`src/inc/eap_pkg.sv`:
```
package eap_pkg;
    // parameter addresses as seen on the fieldbus
    localparam logic [15:0] EAP_ADDR_POS_SET = 16'h052c;
    localparam logic [15:0] EAP_ADDR_ABS_POS = 16'h1e1e;
    localparam logic [15:0] EAP_ADDR_RES_SEL = 16'h0512;
    localparam logic [15:0] EAP_ADDR_RES_TON = 16'h0522;
    localparam logic [15:0] EAP_ADDR_RES_PWR = 16'h0524;
    localparam logic [15:0] EAP_ADDR_RES_VAL = 16'h0526;

    // position geometry in user units, and the position warning bit
    localparam int EAP_ST_BITS = 14;
    localparam int EAP_MT_BITS = 26;
    localparam logic [31:0] EAP_REV_UNITS = 32'h0000_4000;
    localparam logic [31:0] EAP_SET_MAX = 32'h7fff_ffff;
    localparam int EAP_WARN_ABS_BIT = 13;

    // braking resistor parameter limits and defaults
    localparam logic [15:0] EAP_SEL_MAX = 16'h0001;
    localparam logic [15:0] EAP_TON_MIN = 16'h0001;
    localparam logic [15:0] EAP_TON_MAX = 16'h7530;
    localparam logic [15:0] EAP_PR_MIN = 16'h0001;
    localparam logic [15:0] EAP_PR_MAX = 16'h7fff;
    localparam logic [15:0] EAP_SEL_RST = 16'h0000;
    localparam logic [15:0] EAP_TON_RST = 16'h0001;
    localparam logic [15:0] EAP_PWR_RST = 16'h000a;
    localparam logic [15:0] EAP_VAL_RST = 16'h2710;

    // timing
    localparam int EAP_CLK_HZ = 100_000_000;
    localparam int EAP_STORE_WAIT_MS = 1000;
    localparam int EAP_MS_CYCLES = EAP_CLK_HZ / 1000;
    localparam int EAP_STORE_CYCLES = EAP_MS_CYCLES * EAP_STORE_WAIT_MS;

    typedef enum logic [1:0] {
        EAP_ST_REQ,
        EAP_ST_WAIT,
        EAP_ST_RUN
    } eap_state_t;
endpackage

```
`src/logic/eap_position_core.sv`:
```
`timescale 1ns/100ps
module eap_position_core
    import eap_pkg::*;
#(
    parameter int STORE_CYCLES = EAP_STORE_CYCLES,
    parameter int MS_CYCLES = EAP_MS_CYCLES
) (
    input wire logic ref_clk_i,
    input wire logic rst_i,
    input wire logic [15:0] par_addr_i,
    input wire logic par_wr_i,
    input wire logic par_rd_i,
    input wire logic [31:0] par_wdata_i,
    output logic [31:0] par_rdata_o,
    output logic par_ack_o,
    output logic par_err_o,
    input wire logic enc_multiturn_i,
    input wire logic [25:0] enc_pos_i,
    input wire logic enc_valid_i,
    output logic enc_req_o,
    input wire logic motor_standstill_i,
    input wire logic [25:0] nv_offset_i,
    output logic [25:0] nv_offset_o,
    output logic nv_store_o,
    output logic store_busy_o,
    output logic signed [31:0] act_pos_o,
    output logic enc_index_o,
    output logic emu_index_o,
    output logic [15:0] warning_active_word_o,
    output logic [15:0] warning_latched_word_o,
    input wire logic warn_clear_i,
    input wire logic brake_on_i,
    input wire logic [15:0] brake_power_i,
    input wire logic fault_reset_i,
    output logic brake_fault_o,
    output logic power_stage_disable_o
);
    eap_state_t state_reg;
    logic pos_valid;
    logic [25:0] offset_reg;
    logic [25:0] raw_prev_reg;
    logic [25:0] abs_mod;
    logic [31:0] abs_pos;
    logic [31:0] set_reg;
    logic signed [31:0] act_reg;
    logic [31:0] store_cnt_reg;
    logic [31:0] rdata_reg;
    logic ack_reg;
    logic err_reg;
    logic warn_latch_reg;
    logic [15:0] res_sel_reg;
    logic [15:0] res_ton_reg;
    logic [15:0] res_pwr_reg;
    logic [15:0] res_val_reg;
    logic enc_index_reg;
    logic emu_index_reg;
    logic nv_store_reg;
    logic [25:0] nv_offset_reg;
    logic wr_ok;
    logic set_ok;

    // modular wrap of a 26-bit quantity to the encoder stroke
    function automatic logic [25:0] stroke_wrap(input logic [25:0] v, input logic mt);
        stroke_wrap = mt ? v : {12'h000, v[EAP_ST_BITS-1:0]};
    endfunction

    function automatic logic in_range16(input logic [31:0] v, input logic [15:0] lo, input logic [15:0] hi);
        in_range16 = (v[31:16] == 16'h0000) && (v[15:0] >= lo) && (v[15:0] <= hi);
    endfunction

    // start-up sequence: fetch the stored offset and one absolute reading
    always_ff @(posedge ref_clk_i or posedge rst_i) begin
        if (rst_i) begin
            state_reg <= EAP_ST_REQ;
        end else begin
            case (state_reg)
                EAP_ST_REQ: state_reg <= EAP_ST_WAIT;
                EAP_ST_WAIT: if (enc_valid_i) state_reg <= EAP_ST_RUN;
                default: state_reg <= EAP_ST_RUN;
            endcase
        end
    end
    assign pos_valid = (state_reg == EAP_ST_RUN);
    assign enc_req_o = (state_reg == EAP_ST_REQ);

    // the offset takes effect only when captured here after power-on
    always_ff @(posedge ref_clk_i or posedge rst_i) begin
        if (rst_i) begin
            offset_reg <= '0;
        end else if (state_reg == EAP_ST_REQ) begin
            offset_reg <= nv_offset_i;
        end
    end

    assign abs_mod = stroke_wrap(enc_pos_i + offset_reg, enc_multiturn_i);
    assign abs_pos = {6'h00, abs_mod};

    // actual position: abs at start, then unwrapped deltas, may go negative
    always_ff @(posedge ref_clk_i or posedge rst_i) begin
        if (rst_i) begin
            act_reg <= '0;
            raw_prev_reg <= '0;
        end else if (state_reg == EAP_ST_WAIT && enc_valid_i) begin
            act_reg <= signed'(abs_pos);
            raw_prev_reg <= enc_pos_i;
        end else if (pos_valid) begin
            raw_prev_reg <= enc_pos_i;
            if (enc_multiturn_i) begin
                act_reg <= act_reg + 32'(signed'(enc_pos_i - raw_prev_reg));
            end else begin
                act_reg <= act_reg + 32'(signed'(enc_pos_i[EAP_ST_BITS-1:0] - raw_prev_reg[EAP_ST_BITS-1:0]));
            end
        end
    end
    assign act_pos_o = act_reg;

    // index fires where the offset-corrected position crosses a revolution
    always_ff @(posedge ref_clk_i or posedge rst_i) begin
        if (rst_i) begin
            enc_index_reg <= 1'b0;
            emu_index_reg <= 1'b0;
        end else begin
            enc_index_reg <= pos_valid && (act_pos_o[31:EAP_ST_BITS] != act_reg_next_hi());
            emu_index_reg <= pos_valid && (act_pos_o[31:EAP_ST_BITS] != act_reg_next_hi());
        end
    end
    function automatic logic [17:0] act_reg_next_hi();
        logic [31:0] nxt;
        nxt = enc_multiturn_i ? 32'(signed'(enc_pos_i - raw_prev_reg))
                              : 32'(signed'(enc_pos_i[EAP_ST_BITS-1:0] - raw_prev_reg[EAP_ST_BITS-1:0]));
        nxt = 32'(act_reg) + nxt;
        act_reg_next_hi = nxt[31:EAP_ST_BITS];
    endfunction
    assign enc_index_o = enc_index_reg;
    assign emu_index_o = emu_index_reg;

    // warnings: active follows validity, latched is sticky with set winning
    always_ff @(posedge ref_clk_i or posedge rst_i) begin
        if (rst_i) begin
            warn_latch_reg <= 1'b1;
        end else if (!pos_valid) begin
            warn_latch_reg <= 1'b1;
        end else if (warn_clear_i) begin
            warn_latch_reg <= 1'b0;
        end
    end
    always_comb begin
        warning_active_word_o = '0;
        warning_latched_word_o = '0;
        warning_active_word_o[EAP_WARN_ABS_BIT] = !pos_valid;
        warning_latched_word_o[EAP_WARN_ABS_BIT] = warn_latch_reg;
    end

    // parameter access; refused writes answer with an error and change nothing
    assign set_ok = pos_valid && motor_standstill_i && (par_wdata_i <= EAP_SET_MAX)
                    && (enc_multiturn_i || par_wdata_i <= EAP_REV_UNITS);
    always_comb begin
        wr_ok = 1'b0;
        if (par_addr_i == EAP_ADDR_POS_SET) begin
            wr_ok = set_ok;
        end else if (par_addr_i == EAP_ADDR_RES_SEL) begin
            wr_ok = in_range16(par_wdata_i, 16'h0000, EAP_SEL_MAX);
        end else if (par_addr_i == EAP_ADDR_RES_TON) begin
            wr_ok = in_range16(par_wdata_i, EAP_TON_MIN, EAP_TON_MAX);
        end else if (par_addr_i == EAP_ADDR_RES_PWR || par_addr_i == EAP_ADDR_RES_VAL) begin
            wr_ok = in_range16(par_wdata_i, EAP_PR_MIN, EAP_PR_MAX);
        end
    end

    always_ff @(posedge ref_clk_i or posedge rst_i) begin
        if (rst_i) begin
            set_reg <= '0;
            res_sel_reg <= EAP_SEL_RST;
            res_ton_reg <= EAP_TON_RST;
            res_pwr_reg <= EAP_PWR_RST;
            res_val_reg <= EAP_VAL_RST;
        end else if (par_wr_i && wr_ok) begin
            if (par_addr_i == EAP_ADDR_POS_SET) begin
                set_reg <= par_wdata_i;
            end else if (par_addr_i == EAP_ADDR_RES_SEL) begin
                res_sel_reg <= par_wdata_i[15:0];
            end else if (par_addr_i == EAP_ADDR_RES_TON) begin
                res_ton_reg <= par_wdata_i[15:0];
            end else if (par_addr_i == EAP_ADDR_RES_PWR) begin
                res_pwr_reg <= par_wdata_i[15:0];
            end else begin
                res_val_reg <= par_wdata_i[15:0];
            end
        end
    end

    // new offset = requested position minus current raw reading
    always_ff @(posedge ref_clk_i or posedge rst_i) begin
        if (rst_i) begin
            nv_store_reg <= 1'b0;
            nv_offset_reg <= '0;
        end else begin
            nv_store_reg <= par_wr_i && wr_ok && (par_addr_i == EAP_ADDR_POS_SET);
            if (par_wr_i && wr_ok && par_addr_i == EAP_ADDR_POS_SET) begin
                nv_offset_reg <= stroke_wrap(par_wdata_i[25:0] - enc_pos_i, enc_multiturn_i);
            end
        end
    end
    assign nv_store_o = nv_store_reg;
    assign nv_offset_o = nv_offset_reg;

    // busy window the host must respect before removing power
    always_ff @(posedge ref_clk_i or posedge rst_i) begin
        if (rst_i) begin
            store_cnt_reg <= '0;
        end else if (nv_store_reg) begin
            store_cnt_reg <= 32'(STORE_CYCLES);
        end else if (store_cnt_reg != 32'h0) begin
            store_cnt_reg <= store_cnt_reg - 32'h1;
        end
    end
    assign store_busy_o = (store_cnt_reg != 32'h0);

    always_ff @(posedge ref_clk_i or posedge rst_i) begin
        if (rst_i) begin
            rdata_reg <= '0;
            ack_reg <= 1'b0;
            err_reg <= 1'b0;
        end else begin
            ack_reg <= par_rd_i || par_wr_i;
            err_reg <= 1'b0;
            rdata_reg <= '0;
            if (par_rd_i) begin
                if (par_addr_i == EAP_ADDR_ABS_POS) begin
                    rdata_reg <= pos_valid ? abs_pos : 32'h0;
                end else if (par_addr_i == EAP_ADDR_POS_SET) begin
                    rdata_reg <= set_reg;
                end else if (par_addr_i == EAP_ADDR_RES_SEL) begin
                    rdata_reg <= {16'h0000, res_sel_reg};
                end else if (par_addr_i == EAP_ADDR_RES_TON) begin
                    rdata_reg <= {16'h0000, res_ton_reg};
                end else if (par_addr_i == EAP_ADDR_RES_PWR) begin
                    rdata_reg <= {16'h0000, res_pwr_reg};
                end else if (par_addr_i == EAP_ADDR_RES_VAL) begin
                    rdata_reg <= {16'h0000, res_val_reg};
                end else begin
                    err_reg <= 1'b1;
                end
            end else if (par_wr_i) begin
                err_reg <= !wr_ok; // readback address has no write path
            end
        end
    end
    assign par_rdata_o = rdata_reg;
    assign par_ack_o = ack_reg;
    assign par_err_o = err_reg;

    eap_brake_monitor #(
        .MS_CYCLES(MS_CYCLES)
    ) u_brake (
        .ref_clk_i(ref_clk_i),
        .rst_i(rst_i),
        .ext_select_i(res_sel_reg[0]),
        .ext_power_i(res_pwr_reg),
        .ext_ton_i(res_ton_reg),
        .brake_on_i(brake_on_i),
        .brake_power_i(brake_power_i),
        .fault_reset_i(fault_reset_i),
        .brake_fault_o(brake_fault_o)
    );
    assign power_stage_disable_o = brake_fault_o;
endmodule

```
`src/logic/eap_brake_monitor.sv`:
```
`timescale 1ns/100ps
module eap_brake_monitor
    import eap_pkg::*;
#(
    parameter int MS_CYCLES = EAP_MS_CYCLES,
    parameter logic [15:0] INT_POWER_W = 16'h0028,
    parameter logic [15:0] INT_TON_MS = 16'h0005
) (
    input wire logic ref_clk_i,
    input wire logic rst_i,
    input wire logic ext_select_i,
    input wire logic [15:0] ext_power_i,
    input wire logic [15:0] ext_ton_i,
    input wire logic brake_on_i,
    input wire logic [15:0] brake_power_i,
    input wire logic fault_reset_i,
    output logic brake_fault_o
);
    logic [31:0] ms_cnt_reg;
    logic ms_tick;
    logic [15:0] on_ms_reg;
    logic [15:0] power_limit;
    logic [15:0] ton_limit;
    logic overload;
    logic fault_reg;

    always_ff @(posedge ref_clk_i or posedge rst_i) begin
        if (rst_i) begin
            ms_cnt_reg <= '0;
        end else if (!brake_on_i || ms_tick) begin
            ms_cnt_reg <= '0;
        end else begin
            ms_cnt_reg <= ms_cnt_reg + 32'h1;
        end
    end
    assign ms_tick = brake_on_i && (ms_cnt_reg == 32'(MS_CYCLES - 1));

    // continuous switch-in time of the chopper, in milliseconds
    always_ff @(posedge ref_clk_i or posedge rst_i) begin
        if (rst_i) begin
            on_ms_reg <= '0;
        end else if (!brake_on_i) begin
            on_ms_reg <= '0;
        end else if (ms_tick && on_ms_reg != 16'hffff) begin
            on_ms_reg <= on_ms_reg + 16'h1;
        end
    end

    assign power_limit = ext_select_i ? ext_power_i : INT_POWER_W;
    assign ton_limit = ext_select_i ? ext_ton_i : INT_TON_MS;
    assign overload = (brake_power_i > power_limit) || (brake_on_i && on_ms_reg >= ton_limit);

    // trip is sticky; a reset attempt during overload is ignored
    always_ff @(posedge ref_clk_i or posedge rst_i) begin
        if (rst_i) begin
            fault_reg <= 1'b0;
        end else if (overload) begin
            fault_reg <= 1'b1;
        end else if (fault_reset_i) begin
            fault_reg <= 1'b0;
        end
    end
    assign brake_fault_o = fault_reg;
endmodule

```
`config.mk`:
```
export PLATFORM = sky130hd
export DESIGN_NAME = eap_position_core
export DESIGN_NICKNAME = d
export VERILOG_FILES = /design/src/inc/eap_pkg.sv /design/src/logic/eap_position_core.sv /design/src/logic/eap_brake_monitor.sv
export SDC_FILE = /design/constraint.sdc
export NUM_CORES = 1
export LEC_CHECK = 0
export BUFFER_PORTS_ARGS = -buffer_cell sky130_fd_sc_hd__clkbuf_2
export CAP_MARGIN = 20
export CORE_UTILIZATION = 41
export CTS_CLUSTER_SIZE = 30
export DETAILED_ROUTE_END_ITERATION = 6
export PLACE_DENSITY_LB_ADDON = 0.3
export SLEW_MARGIN = 10
export SYNTH_ARGS = -nofsm -noshare
export SYNTH_HDL_FRONTEND = slang
export SYNTH_SLANG_ARGS = --single-unit
```
`constraint.sdc`:
```
create_clock -name ref_clk_i -period 13.75 [get_ports ref_clk_i]
set_clock_uncertainty 0.2 [all_clocks]
set_input_delay 2.75 -clock ref_clk_i [delete_from_list [all_inputs] [get_ports ref_clk_i]]
set_output_delay 2.75 -clock ref_clk_i [all_outputs]
set_load 0.01 [all_outputs]
```
# Yosys cells after proc, flatten, opt, wreduce, memory -nomap -nowiden
# Index checks and enable logic that the tools add are counted.
dict set report op_classes {
  addsub 10
  magnitude_cmp 9
  bitwise_logic 4
  reduce_logical 34
  mux 41
  eq_ne 14
}
# operator count
set ops {}
lappend ops {{$mux 32} 10}
lappend ops {{$mux 26} 5}
lappend ops {{$mux 16} 8}
lappend ops {{$eq 16x11->1 const B} 5}
lappend ops {{$sub 26x26->26} 2}
lappend ops {{$add 32x1->32 const B} 1}
lappend ops {{$add 32x14->32} 1}
lappend ops {{$add 32x26->32} 1}
lappend ops {{$add 32x32->32} 1}
lappend ops {{$eq 32x17->1 const B} 1}
lappend ops {{$ge 16x1->1 const B} 2}
lappend ops {{$le 16x15->1 const B} 2}
lappend ops {{$le 32x15->1 const B} 1}
lappend ops {{$le 32x31->1 const B} 1}
lappend ops {{$reduce_bool 32->1} 1}
lappend ops {{$sub 32x1->32 const B} 1}
lappend ops {{$add 26x26->26} 1}
lappend ops {{$ne 18x18->1} 1}
lappend ops {{$add 16x1->16 const B} 1}
lappend ops {{$eq 16x13->1 const B} 1}
lappend ops {{$ge 16x16->1} 1}
lappend ops {{$gt 16x16->1} 1}
lappend ops {{$le 16x1->1 const B} 1}
lappend ops {{$logic_not 16->1} 1}
lappend ops {{other kinds (19)} 61}
dict set report totals {
  wordCells 132
  regBits 326
  input_bits 126
}

# Longest topological paths before layout
dict set report logic_depth {
  depth_word 10
  ltp_mapped 27
}

# By module
# A second synthesis with hierarchy kept.
dict set report hier_totals {
  hier_cells 2257
  area_unflattened_um2 20552.2
}
# mod seq_area_each_um2 cells_each instances area_each_um2
set modules_own_cells {}
lappend modules_own_cells {eap_position_core 6942.9 1880 1 17227.8}
lappend modules_own_cells {eap_brake_monitor 1226.2 377 1 3324.4}

# Least setup slack after synthesis
# Ideal clock, no wire load.
dict set report synth_path {
  path_type {in2reg}
  from {input enc_pos_i[0]}
  to {register emu_index_reg, in the netlist emu_index_o}
  t_required_ns 13.411
  stages 27
  t_arrival_ns 7.902
  n_path_buf 1
  setup_time_ns 0.139
  slack_ns 5.508
  cell_sequence {inv_1 > ha_1 > fa_1 > nand2b_1 > a21boi_0 > o21ai_0 > a31oi_1 > a31oi_1 > o31ai_1 > o31ai_1 > a21oi_1 > nor2_1 > xnor2_1 > a21o_1 > ha_1 > buf_6 > and3_1 > and2_1 > a211oi_2 > nor4_1 > nor4_1 > nand4_1 > nor4_2 > o2111ai_1 > or4_1 > nor4_2 > a31oi_1}
}
dict set report synth_between {
  elab_chain_len 5
}
# element line_no
set synth_rtl {}
lappend synth_rtl {{from (decl)} eap_position_core.sv:18} ;# input wire logic [25:0] enc_pos_i,
lappend synth_rtl {{$sub 26x26->26 or $sub 14x14->14 (tied branches)} {eap_position_core.sv:129, eap_position_core.sv:130}}
lappend synth_rtl {{$mux 32 *} eap_position_core.sv:129} ;# nxt = enc_multiturn_i ? 32'(signed'(enc_pos_i - raw_prev_reg))
lappend synth_rtl {{$add 32x32->32 *} eap_position_core.sv:131} ;# nxt = 32'(act_reg) + nxt;
lappend synth_rtl {{$ne 18x18->1 *} eap_position_core.sv:124} ;# emu_index_reg <= pos_valid && (act_pos_o[31:EAP_ST_BITS] != act_reg_next_hi());
lappend synth_rtl {{$logic_and 1x1->1 *} eap_position_core.sv:124}
lappend synth_rtl {{to (signal assigned)} eap_position_core.sv:124}
lappend synth_rtl {{to (decl)} eap_position_core.sv:56} ;# logic emu_index_reg;
# Mark *: on every way between the ends. The rest lies on a longest branch, timed or not.
# A chain may end at the register's enable or synchronous reset.

# Final worst setup path
# Same ends and word-level chain as after synthesis.

==> flow_summary.ini <==
[status]
status = complete, no violations

[synthesis]
synth_ff_type = dfrtp_1
syn_area_sq_mm = 0.02077
syn_avg_cell_area_sq_um = 9.275
synthArstFlopShare_pct = 100.0
synth-edff-count = 0
yosysWarnings = 0
ys_types = 92
ys_seq_elements = 326
ys_seq_area_share_pct = 39.32
synth_cells = 2240

[layout]
post-route-util_pct = 47.50
multi_input_area_sq_mm = 0.01170
nets = 2715
fill_cells = 4844
seq_area_sq_mm = 0.008169
drive_above_1_share_pct = 18.14
final_common_cell = dfrtp_1
layout_common_cells = 317 x dfrtp_1, 288 x nand2_1, 226 x clkbuf_2
area_delta_synth_final_pct = 14.47

[setup_path]
crit_arrival_ns = 8.99
r2r_slack_ns = 7.02
cp-end-kind = register
criticalPathCategory = input pin to register
cp_max_fo = 9
cp.required_ns = 13.98
crit_top_cell = a31oi_1
worst_setup_path_start_kind = input pin
crit_path_top_delay_cell = or4_1
cpPeakStageDelay_ns = 0.53

[drt]
ant_nets = 0
viasPerCell = 5.492
firstDrtPassIters = 5
drc_errors = 0
drt_iter0_drc = 1187
wirelength_um = 62650
wl_per_cell_um = 19.88
vias = 17300

[worst_hold_path]
hold_class = register to register

[pwr]
power_density_mw_per_mm2 = 180.6
peakVddDrop_v = 0.00008934
leakagePower_nw = 11.57

[flow_run]
max-cap-violations = 0

[sta]
max_slew_margin_pct = 31.15
fin_tns_setup_ns = 0
fin_crit_ns = 8.757
max_freq_ghz = 0.1142
final-max-slew-violation-count = 0
post-route-period-util_pct = 63.69
max_slew.worst_pin.slew_ns = 1.033
setup_viol = 0
grt_setup_unrepaired = no
hold_violations = 0

[clocking]
clock-sinks = 326
cts_tree = done
numCtsBuffers = 40
htreeDepth = 2
cts_resized = 0
clkTransAtPathRegs_ns = 0.05
clkLatencyLatePin_ns = 0.58
cts_setup_buffers = 0
clock_path_buffers = 3
cts_root_buf = clkbuf_16
cts_hold_buf = 0

[grt]
grt_pass1_wl_um = 96720
grt_use_met1_pct = 34.58
antenna_found_initial = 4
gr-total-overflow = 0
grt_usage_pct = 24.30
grt_max_degree = 129
grt_pass1_vias = 16920
met3_usage_pct = 3.717
grt_most_used_layer = met2
met2_usage_pct = 38.22

[placed_design]
post-dp-hpwl_um = 47350
finalWeightedCongestion = 0.9302
portBuffers = 226

[floorplanning]
num_io_pins = 257
die_area_sq_mm = 0.05157
die_x_um = 227.1
core-area_sq_mm = 0.05007
start_util_pct = 41.49
die_y_um = 227.1
rows = 82
==> final cells by class <==
cell class	count	share of cell area, %
multi-input combinational	1728	49.20
sequential	326	34.35
timing repair buffer	247	5.551
clock buffer	63	4.909
tap	672	3.536
inverter	100	1.610
clock inverter	11	0.7997
antenna	4	0.04209
==> stage by stage <==
step                hold slack [ns]  std cells  total power, mW  worst slack (ns)  cell area [sq um]
floorplan                    0.2374       2269            2.680             1.789              20880
global placement             0.2504       3070            3.170             4.565              22360
detailed placement           0.2559       3071            3.190             4.479              22380
CTS                          0.2700       3145            4.310             5.057              23730
global route                 0.2866       3149            4.589             4.560              23780
finish                       0.2695       3151            4.295             4.993              23780
==> power breakdown <==
part           switching (mW)  internal, mW  total, mW
clock                   0.431         0.662       1.09
sequential              0.105          1.07       1.17
combinational            1.22         0.814       2.03
==> worst max-delay path, delay by kind of cell <==
family	cells	cell delay (ns)
buffers and inverters	2	0.19
adder cells (fa/ha/maj)	3	1.05
XOR/XNOR	1	0.12
AND/OR/NAND/NOR	10	2.24
AO/OA/AOI/OAI	11	2.63
==> Yosys cell counts (5+ instances only) <==
library cell,n,area (sq um)
and3_1,30,187.7
nor3b_1,5,37.54
or3_1,18,112.6
a31o_2,7,61.31
nand2b_1,28,175.2
mux2_2,79,889.6
a221oi_1,17,148.9
or2_2,8,50.05
a21boi_0,6,45.04
buf_2,6,30.03
buf_4,34,255.2
or4_1,6,45.04
o21ai_0,136,680.7
xnor2_1,100,875.8
a211oi_1,14,105.1
o22ai_1,28,175.2
and4_1,5,43.79
a31oi_1,15,93.84
o221ai_1,10,87.58
nand3_1,45,225.2
ha_1,142,1777
nand4_1,27,168.9
a22oi_1,14,105.1
nor2_1,152,570.6
nand2_1,288,1081
o21bai_1,16,120.1
xor2_1,75,656.9
dfrtp_1,317,7933
mux2_4,9,135.1
a21oi_1,108,540.5
and2_1,45,281.5
o211ai_1,10,75.07
o21a_1,19,142.6
nor3_1,29,145.1
a21o_1,56,420.4
inv_1,99,371.6
nor2b_1,28,175.2
clkbuf_8,6,82.58
nor4_1,27,168.9
dfstp_2,9,236.5
o31ai_1,13,97.59
clkbuf_1,59,221.5
==> metal layers <==
metal / vias up / share of wire [%]
met5: - / 0
met4: 0 / 2.6
met2: 511 / 45
met3: 85 / 5.5
li1: 8295 / -
met1: 8413 / 47
==> cells by family (layout without fill, tap and decap cells) <==
| family | count (synthesis) | after routing | share of synthesized area, % |
|---|---|---|---|
| mux | 90 | 90 | 5.029 |
| buf+inv | 215 | 421 | 4.981 |
| simple gates | 766 | 766 | 17.91 |
| other cells | 1 | 34 | 0.01805 |
| flops | 326 | 326 | 39.32 |
| xor+xnor | 176 | 176 | 7.486 |
| fa+ha+maj | 146 | 146 | 8.938 |
| compound gates | 520 | 520 | 16.32 |
==> worst paths after layout <==
path | depth (start not counted) | end | start
min | 2 | set_reg[30] | set_reg[30]
min in group asynchronous | 2 | par_rdata_o[1] | rst_i
max reg2reg | 25 | emu_index_o | raw_prev_reg[0]
max | 27 | emu_index_o | enc_pos_i[0]
max in group asynchronous | 4 | nv_offset_o[13] | rst_i
min reg2reg | 2 | set_reg[30] | set_reg[30]
Power figures use the tool's default switching activity.
